===== src/hssdc_pkg.sv =====
// Constants for the high-side switch drive control block
package hssdc_pkg;

  ////////////////////////////////////////////////////////////////////////////
  // Register map (7-bit register addresses)
  localparam logic [6:0] ADDR_SWITCH_CONTROL      = 7'h1E;
  localparam logic [6:0] ADDR_DUTY_GEN_A_RATE     = 7'h1F;
  localparam logic [6:0] ADDR_DUTY_GEN_A_DUTY_HI  = 7'h20;
  localparam logic [6:0] ADDR_DUTY_GEN_A_DUTY_LO  = 7'h21;
  localparam logic [6:0] ADDR_DUTY_GEN_B_RATE     = 7'h22;
  localparam logic [6:0] ADDR_DUTY_GEN_B_DUTY_HI  = 7'h23;
  localparam logic [6:0] ADDR_DUTY_GEN_B_DUTY_LO  = 7'h24;
  localparam logic [6:0] ADDR_PULSE_TIMER_A_CFG   = 7'h25;
  localparam logic [6:0] ADDR_PULSE_TIMER_B_CFG   = 7'h26;

  ////////////////////////////////////////////////////////////////////////////
  // Field positions and reset values
  localparam int SW_ENABLE_BIT     = 7;
  localparam int SW_SOURCE_LSB     = 4;
  localparam int RATE_BIT          = 7;
  localparam int TIMER_WIDTH_LSB   = 4;
  localparam int TIMER_PERIOD_LSB  = 0;
  localparam logic [7:0] REG_RESET = 8'h00;

  // Source select codes
  localparam logic [2:0] SRC_ON_OFF      = 3'h0;
  localparam logic [2:0] SRC_DUTY_GEN_A  = 3'h1;
  localparam logic [2:0] SRC_DUTY_GEN_B  = 3'h2;
  localparam logic [2:0] SRC_TIMER_A     = 3'h3;
  localparam logic [2:0] SRC_TIMER_B     = 3'h4;
  localparam logic [2:0] SRC_EXTRA       = 3'h5;

  // Timer on-width extremes
  localparam logic [3:0] WIDTH_OFF       = 4'h0;
  localparam logic [3:0] WIDTH_FULL      = 4'hF;

  ////////////////////////////////////////////////////////////////////////////
  // Timing
  localparam int CLK_HZ          = 25_000_000;
  localparam int PWM_RATE_LO_HZ  = 200;
  localparam int PWM_RATE_HI_HZ  = 400;
  localparam int PWM_STEPS       = 1024;
  // Cycles per duty step; truncation makes the rate a hair fast (under 0.1%)
  localparam int PWM_PRESC_LO    = CLK_HZ / (PWM_RATE_LO_HZ * PWM_STEPS);
  localparam int PWM_PRESC_HI    = CLK_HZ / (PWM_RATE_HI_HZ * PWM_STEPS);
  localparam int TIMER_TICK_US   = 10;
  localparam int TIMER_TICK_CYC  = CLK_HZ / 1_000_000 * TIMER_TICK_US;

  // On-width in 10 us ticks
  function automatic logic [17:0] hssdc_width_ticks(input logic [3:0] code);
    case (code)
      4'h1:    hssdc_width_ticks = 18'h0000A;   // 0.1 ms
      4'h2:    hssdc_width_ticks = 18'h0001E;   // 0.3 ms
      4'h3:    hssdc_width_ticks = 18'h00032;   // 0.5 ms
      4'h4:    hssdc_width_ticks = 18'h00064;   // 1 ms
      4'h5:    hssdc_width_ticks = 18'h003E8;   // 10 ms
      4'h6:    hssdc_width_ticks = 18'h007D0;   // 20 ms
      4'h7:    hssdc_width_ticks = 18'h00BB8;   // 30 ms
      4'h8:    hssdc_width_ticks = 18'h00FA0;   // 40 ms
      4'h9:    hssdc_width_ticks = 18'h01388;   // 50 ms
      4'hA:    hssdc_width_ticks = 18'h01770;   // 60 ms
      4'hB:    hssdc_width_ticks = 18'h01F40;   // 80 ms
      4'hC:    hssdc_width_ticks = 18'h02710;   // 100 ms
      4'hD:    hssdc_width_ticks = 18'h03A98;   // 150 ms
      4'hE:    hssdc_width_ticks = 18'h04E20;   // 200 ms
      default: hssdc_width_ticks = 18'h00000;
    endcase
  endfunction

  // Period in 10 us ticks
  function automatic logic [17:0] hssdc_period_ticks(input logic [2:0] code);
    case (code)
      3'h0:    hssdc_period_ticks = 18'h003E8;  // 10 ms
      3'h1:    hssdc_period_ticks = 18'h007D0;  // 20 ms
      3'h2:    hssdc_period_ticks = 18'h01388;  // 50 ms
      3'h3:    hssdc_period_ticks = 18'h02710;  // 100 ms
      3'h4:    hssdc_period_ticks = 18'h04E20;  // 200 ms
      3'h5:    hssdc_period_ticks = 18'h0C350;  // 500 ms
      3'h6:    hssdc_period_ticks = 18'h186A0;  // 1000 ms
      default: hssdc_period_ticks = 18'h30D40;  // 2000 ms
    endcase
  endfunction

endpackage


===== src/hssdc_top.sv =====
// High-side switch drive control: registers, duty generators, pulse timers
//
// Notes on behaviour
// RULE_01: Enable bit zero keeps switch off; one lets the selected source drive it.
// RULE_02: Source field: on/off, duty gen A, B, timer A, B, extra source.
// RULE_03: Rate bit 7 of each duty generator: zero 200 Hz, one 400 Hz.
// RULE_04: Ten-bit duty is two upper bits plus a separate lower byte.
// RULE_05: Duty code all zeros keeps the switch off the whole period.
// RULE_06: Duty code all ones keeps the switch on the whole period.
// RULE_07: Each duty increment adds about one thousandth of the period on-time.
// RULE_08: Software avoids tiny nonzero duty codes; switch edges limit on-time.
// RULE_09: Timer on-width code: 0 off, 15 on, else 0.1 to 200 ms.
// RULE_10: Timer period code selects 10 ms up to 2000 ms.
// RULE_11: Software keeps timer on-width inside the selected period.
// RULE_12: Software avoids 0.1 ms on-width when waking samples every 65 us.
// RULE_13: Timer turns switch on at each period start for the on-width.
`timescale 1ns/10ps

module hssdc_top
  import hssdc_pkg::*;
#(
  parameter int PWM_PRESC_LO_CYC = PWM_PRESC_LO,
  parameter int PWM_PRESC_HI_CYC = PWM_PRESC_HI,
  parameter int TIMER_TICK_CYCS  = TIMER_TICK_CYC
) (
  input  wire logic       clk_i,
  input  wire logic       srst_i,
  input  wire logic       reg_wr_i,
  input  wire logic       reg_rd_i,
  input  wire logic [6:0] reg_addr_i,
  input  wire logic [7:0] reg_wdata_i,
  input  wire logic       extra_source_i,
  output logic      [7:0] reg_rdata_o,
  output logic            switch_on_o
);

  ////////////////////////////////////////////////////////////////////////////
  // Register state
  logic       switch_enable_bit;
  logic [2:0] switch_source_select;
  logic [1:0] rate_bit;
  logic [1:0] upper_bits [2];
  logic [7:0] lower_byte [2];
  logic [3:0] on_width   [2];
  logic [2:0] period_code[2];
  logic       next_switch_enable_bit;
  logic [2:0] next_switch_source_select;
  logic [1:0] next_rate_bit;
  logic [1:0] next_upper_bits [2];
  logic [7:0] next_lower_byte [2];
  logic [3:0] next_on_width   [2];
  logic [2:0] next_period_code[2];
  logic [7:0] next_reg_rdata;

  // Register writes and read mux; unmapped and reserved bits read as zero
  always_comb begin
    next_switch_enable_bit    = switch_enable_bit;
    next_switch_source_select = switch_source_select;
    next_rate_bit             = rate_bit;
    next_upper_bits           = upper_bits;
    next_lower_byte           = lower_byte;
    next_on_width             = on_width;
    next_period_code          = period_code;
    if (reg_wr_i) begin
      case (reg_addr_i)
        ADDR_SWITCH_CONTROL: begin
          next_switch_enable_bit    = reg_wdata_i[SW_ENABLE_BIT];           // RULE_01
          next_switch_source_select = reg_wdata_i[SW_SOURCE_LSB +: 3];      // RULE_02
        end
        ADDR_DUTY_GEN_A_RATE:    next_rate_bit[0]     = reg_wdata_i[RATE_BIT];  // RULE_03
        ADDR_DUTY_GEN_B_RATE:    next_rate_bit[1]     = reg_wdata_i[RATE_BIT];  // RULE_03
        ADDR_DUTY_GEN_A_DUTY_HI: next_upper_bits[0]   = reg_wdata_i[1:0];       // RULE_04
        ADDR_DUTY_GEN_B_DUTY_HI: next_upper_bits[1]   = reg_wdata_i[1:0];       // RULE_04
        ADDR_DUTY_GEN_A_DUTY_LO: next_lower_byte[0]   = reg_wdata_i;            // RULE_04
        ADDR_DUTY_GEN_B_DUTY_LO: next_lower_byte[1]   = reg_wdata_i;            // RULE_04
        ADDR_PULSE_TIMER_A_CFG: begin
          next_on_width[0]    = reg_wdata_i[TIMER_WIDTH_LSB +: 4];
          next_period_code[0] = reg_wdata_i[TIMER_PERIOD_LSB +: 3];
        end
        ADDR_PULSE_TIMER_B_CFG: begin
          next_on_width[1]    = reg_wdata_i[TIMER_WIDTH_LSB +: 4];
          next_period_code[1] = reg_wdata_i[TIMER_PERIOD_LSB +: 3];
        end
        default: begin
        end
      endcase
    end
    next_reg_rdata = reg_rdata_o;
    if (reg_rd_i) begin
      case (reg_addr_i)
        ADDR_SWITCH_CONTROL:     next_reg_rdata = {switch_enable_bit, switch_source_select, 4'h0};
        ADDR_DUTY_GEN_A_RATE:    next_reg_rdata = {rate_bit[0], 7'h00};
        ADDR_DUTY_GEN_B_RATE:    next_reg_rdata = {rate_bit[1], 7'h00};
        ADDR_DUTY_GEN_A_DUTY_HI: next_reg_rdata = {6'h00, upper_bits[0]};
        ADDR_DUTY_GEN_B_DUTY_HI: next_reg_rdata = {6'h00, upper_bits[1]};
        ADDR_DUTY_GEN_A_DUTY_LO: next_reg_rdata = lower_byte[0];
        ADDR_DUTY_GEN_B_DUTY_LO: next_reg_rdata = lower_byte[1];
        ADDR_PULSE_TIMER_A_CFG:  next_reg_rdata = {on_width[0], 1'b0, period_code[0]};
        ADDR_PULSE_TIMER_B_CFG:  next_reg_rdata = {on_width[1], 1'b0, period_code[1]};
        default:                 next_reg_rdata = 8'h00;
      endcase
    end
  end

  // Register file flops
  always_ff @(posedge clk_i) begin
    if (srst_i) begin
      switch_enable_bit    <= 1'b0;
      switch_source_select <= SRC_ON_OFF;
      rate_bit             <= 2'h0;
      upper_bits           <= '{2'h0, 2'h0};
      lower_byte           <= '{REG_RESET, REG_RESET};
      on_width             <= '{WIDTH_OFF, WIDTH_OFF};
      period_code          <= '{3'h0, 3'h0};
      reg_rdata_o          <= 8'h00;
    end else begin
      switch_enable_bit    <= next_switch_enable_bit;
      switch_source_select <= next_switch_source_select;
      rate_bit             <= next_rate_bit;
      upper_bits           <= next_upper_bits;
      lower_byte           <= next_lower_byte;
      on_width             <= next_on_width;
      period_code          <= next_period_code;
      reg_rdata_o          <= next_reg_rdata;
    end
  end

  ////////////////////////////////////////////////////////////////////////////
  // Duty generators: prescaler makes one step enable, 1024 steps per period
  logic [7:0] presc_cnt     [2];
  logic [9:0] step_cnt      [2];
  logic [1:0] duty_on;
  logic [7:0] next_presc_cnt[2];
  logic [9:0] next_step_cnt [2];
  logic [9:0] duty_code;
  logic [7:0] presc_last;

  always_comb begin
    for (int g = 0; g < 2; g++) begin
      presc_last = rate_bit[g] ? 8'(PWM_PRESC_HI_CYC - 1) : 8'(PWM_PRESC_LO_CYC - 1);  // RULE_03
      duty_code  = {upper_bits[g], lower_byte[g]};                                     // RULE_04
      next_presc_cnt[g] = presc_cnt[g] + 8'h01;
      next_step_cnt[g]  = step_cnt[g];
      // Compare with >= so a rate change mid-count cannot run the prescaler away
      if (presc_cnt[g] >= presc_last) begin
        next_presc_cnt[g] = 8'h00;
        next_step_cnt[g]  = step_cnt[g] + 10'h001;
      end
      if (duty_code == 10'h3FF) begin
        duty_on[g] = 1'b1;                        // RULE_06
      end else begin
        duty_on[g] = step_cnt[g] < duty_code;     // RULE_05 RULE_07
      end
    end
  end

  // Duty generator flops; generators run free so a source switch lands mid-period
  always_ff @(posedge clk_i) begin
    if (srst_i) begin
      presc_cnt <= '{8'h00, 8'h00};
      step_cnt  <= '{10'h000, 10'h000};
    end else begin
      presc_cnt <= next_presc_cnt;
      step_cnt  <= next_step_cnt;
    end
  end

  ////////////////////////////////////////////////////////////////////////////
  // Pulse timers: shared 10 us tick, per-timer tick counter within the period
  logic [7:0]  tick_cnt;
  logic        tick;
  logic [7:0]  next_tick_cnt;
  logic [17:0] tmr_cnt      [2];
  logic [17:0] next_tmr_cnt [2];
  logic [1:0]  tmr_on;
  logic [2:0]  tmr_src;

  always_comb begin
    tick          = tick_cnt == 8'(TIMER_TICK_CYCS - 1);
    next_tick_cnt = tick ? 8'h00 : tick_cnt + 8'h01;
    for (int t = 0; t < 2; t++) begin
      tmr_src         = (t == 0) ? SRC_TIMER_A : SRC_TIMER_B;
      next_tmr_cnt[t] = tmr_cnt[t];
      // Held at period start while not selected so each selection opens on-phase
      if (switch_source_select != tmr_src) begin
        next_tmr_cnt[t] = 18'h00000;                                          // RULE_13
      end else if (tick) begin
        if (tmr_cnt[t] >= hssdc_period_ticks(period_code[t]) - 18'h00001) begin
          next_tmr_cnt[t] = 18'h00000;                                        // RULE_10
        end else begin
          next_tmr_cnt[t] = tmr_cnt[t] + 18'h00001;
        end
      end
      // Width past the period just stays on; software keeps it inside
      if (on_width[t] == WIDTH_FULL) begin
        tmr_on[t] = 1'b1;                                                     // RULE_09
      end else begin
        tmr_on[t] = tmr_cnt[t] < hssdc_width_ticks(on_width[t]);              // RULE_09 RULE_13
      end
    end
  end

  // Timer flops
  always_ff @(posedge clk_i) begin
    if (srst_i) begin
      tick_cnt <= 8'h00;
      tmr_cnt  <= '{18'h00000, 18'h00000};
    end else begin
      tick_cnt <= next_tick_cnt;
      tmr_cnt  <= next_tmr_cnt;
    end
  end

  ////////////////////////////////////////////////////////////////////////////
  // Switch source mux and enable gate
  logic next_switch_on;

  always_comb begin
    case (switch_source_select)                               // RULE_02
      SRC_ON_OFF:     next_switch_on = 1'b1;
      SRC_DUTY_GEN_A: next_switch_on = duty_on[0];
      SRC_DUTY_GEN_B: next_switch_on = duty_on[1];
      SRC_TIMER_A:    next_switch_on = tmr_on[0];
      SRC_TIMER_B:    next_switch_on = tmr_on[1];
      SRC_EXTRA:      next_switch_on = extra_source_i;
      default:        next_switch_on = 1'b0;                  // Unused codes keep it off
    endcase
    next_switch_on = next_switch_on & switch_enable_bit;      // RULE_01
  end

  // Output flop
  always_ff @(posedge clk_i) begin
    if (srst_i) begin
      switch_on_o <= 1'b0;
    end else begin
      switch_on_o <= next_switch_on;
    end
  end

endmodule


===== config.mk =====
export PLATFORM = sky130hd
export DESIGN_NAME = hssdc_top
export DESIGN_NICKNAME = d
export VERILOG_FILES = /design/src/hssdc_pkg.sv /design/src/hssdc_top.sv
export SDC_FILE = /design/constraint.sdc
export NUM_CORES = 1
export LEC_CHECK = 0
export BUFFER_PORTS_ARGS = -buffer_cell sky130_fd_sc_hd__buf_4
export CAP_MARGIN = 20
export CORE_ASPECT_RATIO = 0.7
export CORE_MARGIN = 2
export CORE_UTILIZATION = 60
export DETAILED_ROUTE_END_ITERATION = 7
export PLACE_DENSITY = 0.77
export SYNTH_ARGS = -nofsm -noshare
export SYNTH_HDL_FRONTEND = slang
export SYNTH_SLANG_ARGS = --single-unit
export TNS_END_PERCENT = 30

===== constraint.sdc =====
create_clock -name clk_i -period 4.2 [get_ports clk_i]
set_input_delay 0.84 -clock clk_i [delete_from_list [all_inputs] [get_ports clk_i]]
set_output_delay 0.84 -clock clk_i [all_outputs]
set_load 0.02 [all_outputs]

==> flow_summary.json, run 1 <==
{
  "avgRoutedWirePerCell_um": 16.5,
  "fp.dieH_um": 108,
  "synth_cell_type_count": 71,
  "start_kind": "register",
  "end_kind": "register",
  "syn_area_per_cell_um2": 8.29,
  "dieArea_um2": 16600,
  "die_x_um": 153,
  "dr.first_iter.drc_count": 734,
  "syn_nets": 1254,
  "dr_wl_met3_um": 1690,
  "min_path_type": "register to register",
  "num_rows": 38,
  "ant_nets": 0,
  "antenna_found_initial": 0,
  "worst-path-max-fanout": 15,
  "slowest_stage": "dfxtp_1",
  "holdBufCountCts": 0,
  "top_layer": "met4",
  "drv_slew": 0,
  "nNetsFinal": 1263,
  "worstSetupPathType": "register to register",
  "num_io_pins": 29,
  "cp.arrival_ns": 3.89,
  "drt-vias-per-instance": 5.82,
  "routed_wl_um": 22300,
  "gp_congestion": 0.894,
  "power_density_nw_per_um2": 311,
  "place_area_um2": 9680,
  "portBuffers": 28,
  "tns_ns": 0,
  "min_from": "reg_rdata_o[1]",
  "numCtsBuffers": 17,
  "cp-startpoint": "period_code[5]",
  "setup_slack_ns": 0.686,
  "dp_hpwl_um": 16200,
  "drt_pre_antenna_iters": 5,
  "nFillCells": 1266,
  "synthFlopType": "dfxtp_1",
  "syn_to_final_growth_pct": 9.83,
  "rsz0062_at_grt": "no",
  "maxCapViolations": 0,
  "cts.clk_slew.worst_paths_ns": 0.07,
  "outcome": "finished clean",
  "wl_met1_um": 11400,
  "overflow": 0,
  "pre_cts_ws_ns": 0.687,
  "max-vdd-ir-drop_v": 0.000269,
  "crit_required_ns": 4.58,
  "final_hold_viol_count": 0,
  "p_leak_nw": 4.20,
  "cts_setup_buffers": 0,
  "synth_cells": 1128,
  "yosysWarnings": 0,
  "clk_latency_ns": 0.44,
  "cts-resized-gates": 0,
  "antenna_cells": 0,
  "async_reset_ff_frac": 0,
  "crit_top_cell": "ha_1",
  "max_stage_delay_ns": 0.58,
  "clock-root-buffer": "clkbuf_16",
  "min_period_ns": 3.51,
  "vias": 7860,
  "max_clock_freq_ghz": 0.285,
  "coreArea_um2": 15400,
  "fin_area_um2": 10300,
  "track_usage": 0.279,
  "finClkSkew_ns": 0.0107,
  "ys_seq_area_frac": 0.336,
  "netlist_area_um2": 9350,
  "first_global_vias": 7338,
  "drive_gt1_frac": 0.0817,
  "cp_cell_sequence": "inv_1, ha_1, inv_1, ha_1, nand3b_1, nor3_1, o21ai_0, o21ai_0, ha_1, nand4_1, o22ai_1, a2111o_1, o22ai_1, o31ai_1, buf_4, nor2_1",
  "grt_pass1_wl_um": 37200,
  "cts_max_level": 4,
  "start_util": 0.609,
  "post-route-period-util": 0.837,
  "met2WireLength_um": 8920,
  "cts_tree": "built",
  "drc_errors": 0,
  "cts_buffer_depth": 2,
  "synth_seq_cells": 157,
  "reg2reg_from": "period_code[5]",
  "grt_max_degree": 56,
  "cts_sinks": 157,
  "worst_slew_pin_slew_ns": 0.864,
  "setup_viol": 0,
  "synth-edff-count": 0,
  "relSlewSlack": 0.420
}
==> logic make-up (layout without fill, tap and decap cells) <==
logic type               count (synthesis)  in the layout  share of synthesized area
XOR/XNOR                                69             69                     0.0646
flip-flops                             157            157                      0.336
AND/OR/NAND/NOR                        434            434                      0.226
buffers and inverters                  129            151                     0.0547
adder cells (fa/ha/maj)                106            106                      0.142
multiplexers                            41             41                     0.0440
AO/OA/AOI/OAI                          192            192                      0.133
==> synth_stat cells (10+ instances only) <==
cell / number / area [um^2]
nand2b_1: 10 / 62.6
xnor2_1: 19 / 166
nand2_1: 97 / 364
and3_1: 22 / 138
xor2_1: 50 / 438
dfxtp_1: 157 / 3140
mux2i_1: 40 / 400
nand3_1: 57 / 285
inv_1: 78 / 293
o21ai_0: 36 / 180
ha_1: 106 / 1330
nor2b_1: 10 / 62.6
nor2_1: 141 / 529
nand4_1: 34 / 213
clkbuf_1: 34 / 128
a21oi_1: 58 / 290
nor3_1: 15 / 75.1
==> metrics by stage <==
stage               instances  power [mW]  hold WS (ns)  utilization
floorplan                1128        1.61         0.433            -
global route             1350        3.29         0.490        0.669
finish                   1350        3.20         0.470        0.669
CTS                      1349        3.21         0.472        0.669
detailed placement       1317        1.66         0.457        0.630
global placement         1317        1.66         0.451        0.630
==> worst max-delay path: cells and delay by family, from the launching register on <==
kind	cells	cell delay [ns]
AOI/OAI and AO/OA	6	1.11
adders and majority gates	3	0.75
DFF	1	0.58
and+or+nand+nor	4	0.52
buffers and inverters	3	0.50
==> where the power goes <==
part / internal, mW / switching, mW
clock network: 0.887 / 0.684
registers: 1.50 / 0.0128
logic: 0.0417 / 0.0737
==> layer usage <==
layer,global-route usage,vias to the layer above
met5,0,-
met4,0.0761,0
met3,0.0717,24
met2,0.404,248
met1,0.410,3641
li1,-,3947
==> layout make-up <==
type	instances	area (um^2)	area share
Sequential cell	157	3140	0.306
Tap cell	200	250	0.0244
Timing Repair Buffer	38	283	0.0275
Multi-Input combinational cell	842	5700	0.555
Inverter	81	309	0.0301
Clock buffer	18	429	0.0418
Clock inverter	14	160	0.0156
==> path summary, 6_finish.rpt <==
path                            depth (start not counted)             end  slack [ns]
worst min register to register                          2  reg_rdata_o[1]        0.47
worst max register to register                         16     tmr_cnt[28]        0.69
worst min-delay path                                    2  reg_rdata_o[1]        0.47
worst max-delay path                                   16     tmr_cnt[28]        0.69
==> cells in the final DEF (no fill, tap or decap), types with 22 or more instances in the layout <==
cell type	n
a21oi_1	58
and3_1	22
buf_4	37
dfxtp_1	157
ha_1	106
inv_1	78
mux2i_1	40
nand2_1	97
nand3_1	57
nand4_1	34
nor2_1	141
o21ai_0	36
xor2_1	50
Power figures use the tool's default switching activity.
==> inputs of run 2 (changes only) <==
==> constraint.sdc (replaced) <==
create_clock -name clk_i -period 3.44 [get_ports clk_i]
set_input_delay 0.688 -clock clk_i [delete_from_list [all_inputs] [get_ports clk_i]]
set_output_delay 0.688 -clock clk_i [all_outputs]
set_load 0.02 [all_outputs]
==> flow_summary.json, run 2 (same netlist as run 1, synthesis figures left out) <==
{
  "antenna_found_initial": 0,
  "vias": 8033,
  "drt-vias-per-instance": 5.92,
  "cts_max_level": 4,
  "p_seq_frac": 0.468,
  "num_io_pins": 29,
  "gp_congestion": 0.910,
  "worst-path-max-fanout": 15,
  "track_usage": 0.287,
  "tns_ns": 0,
  "rsz0062_at_grt": "no",
  "grt_max_degree": 60,
  "clkPwrFrac": 0.496,
  "netSwitchingFraction": 0.228,
  "num_rows": 38,
  "cts-resized-gates": 0,
  "fin_area_um2": 10300,
  "routed_wl_um": 23000,
  "cts_setup_buffers": 0,
  "start_kind": "register",
  "die_x_um": 153,
  "ant_nets": 0,
  "worst_slew_pin_slew_ns": 0.895,
  "max_clock_freq_ghz": 0.327,
  "p_leak_nw": 4.25,
  "min_path_type": "register to register",
  "first_global_vias": 7592,
  "outcome": "finished clean",
  "seqCellArea_um2": 3140,
  "clk_latency_ns": 0.43,
  "drv_slew": 0,
  "p_int_mw": 3.05,
  "avgRoutedWirePerCell_um": 16.9,
  "layout_commonest_cell": "dfxtp_1",
  "overflow": 0,
  "antenna_cells": 0,
  "comb_power_share": 0.036,
  "start_util": 0.609,
  "cts_tree": "built",
  "multi_input_area_um2": 5700,
  "cts.clk_slew.worst_paths_ns": 0.06,
  "min_period_ns": 3.05,
  "crit_required_ns": 3.81,
  "nFillCells": 1295,
  "final_cell_mix": "157 x dfxtp_1, 141 x nor2_1, 106 x ha_1",
  "worstSetupPathType": "register to register",
  "coreArea_um2": 15400,
  "final_hold_viol_count": 0,
  "worst_hold_slack_ns": 0.472,
  "cts_buffer_depth": 2,
  "drc_errors": 0,
  "maxCapViolations": 0,
  "cp.arrival_ns": 3.42,
  "numCtsBuffers": 17,
  "max-vdd-ir-drop_v": 0.000257,
  "finClkSkew_ns": 0.00789,
  "power_density_nw_per_um2": 381,
  "place_area_um2": 9740,
  "end_kind": "register",
  "drt_pre_antenna_iters": 5,
  "relSlewSlack": 0.399,
  "portBuffers": 28,
  "dr.first_iter.drc_count": 723,
  "setup_viol": 0,
  "grt_pass1_wl_um": 38200,
  "syn_to_final_growth_pct": 10.6,
  "drive_gt1_frac": 0.0873,
  "power.switching_mw": 0.898,
  "cts_sinks": 157,
  "reg2reg_slack_ns": 0.39,
  "dp_hpwl_um": 16800,
  "fp.dieH_um": 108,
  "post-route-period-util": 0.888,
  "nNetsFinal": 1270,
  "holdBufCountCts": 0,
  "dieArea_um2": 16600,
  "clock-root-buffer": "clkbuf_16",
  "fin_util": 0.674
}
## run 2: cell count changes in the layout (fill, tap and decap cells not counted)
| cell | previous run | this run |
|---|---|---|
| clkinv_2 | 1 | 3 |
| clkinv_4 | 4 | 3 |
| buf_4 | 37 | 45 |
| clkbuf_8 | 0 | 1 |
| buf_2 | 1 | 0 |
| clkinvlp_4 | 3 | 2 |
| inv_8 | 1 | 0 |
| inv_6 | 4 | 3 |
| bufinv_16 | 2 | 3 |
## run 2: worst paths after layout
check | from | end | depth (start not counted)
setup / recovery | period_code[3] | tmr_cnt[29] | 16
hold / removal | reg_rdata_o[1] | reg_rdata_o[1] | 2
setup reg to reg | period_code[3] | tmr_cnt[29] | 16
hold reg to reg | reg_rdata_o[1] | reg_rdata_o[1] | 2
## run 2: final cells by class
type | instances | area share
Timing Repair Buffer | 45 | 0.0327
Clock buffer | 19 | 0.0428
Tap cell | 200 | 0.0242
Sequential cell | 157 | 0.304
Clock inverter | 13 | 0.0158
Inverter | 81 | 0.0299
Multi-Input combinational cell | 842 | 0.551
## run 2: layer usage
metal  global-route usage  wire (um)
met1                0.414      11100
met2                0.425       9520
met3               0.0681       1960
met4               0.0899        395
met5                    0          0
## run 2: per-stage QoR
stage                     std cells  worst slack (ns)  power (mW)
after floorplan                1128             0.322        1.97
after detailed placement       1325             0.341        2.02
final                          1357             0.386        3.94
after CTS                      1357             0.417        3.97
after global placement         1325             0.400        2.02
after global routing           1357             0.121        4.06
## run 2: power groups by stage
stage | clock network, mW | registers (mW) | logic [mW]
after floorplan | 0 | 1.88 | 0.0892
after global placement | 0 | 1.88 | 0.138
after detailed placement | 0 | 1.89 | 0.140
after CTS | 1.98 | 1.84 | 0.141
after global routing | 2.06 | 1.85 | 0.158
final | 1.96 | 1.84 | 0.144
## run 2: worst max-delay path: stages, from the launching register on
cell	delay, ns
dfxtp_1	0.32
inv_1	0.13
ha_1	0.21
inv_1	0.07
ha_1	0.20
nand3b_1	0.11
nor3_1	0.05
o21ai_0	0.14
o21ai_0	0.11
ha_1	0.31
nand4_1	0.12
o22ai_1	0.09
a2111o_1	0.38
o22ai_1	0.30
o31ai_1	0.10
buf_4	0.22
nor2_1	0.11
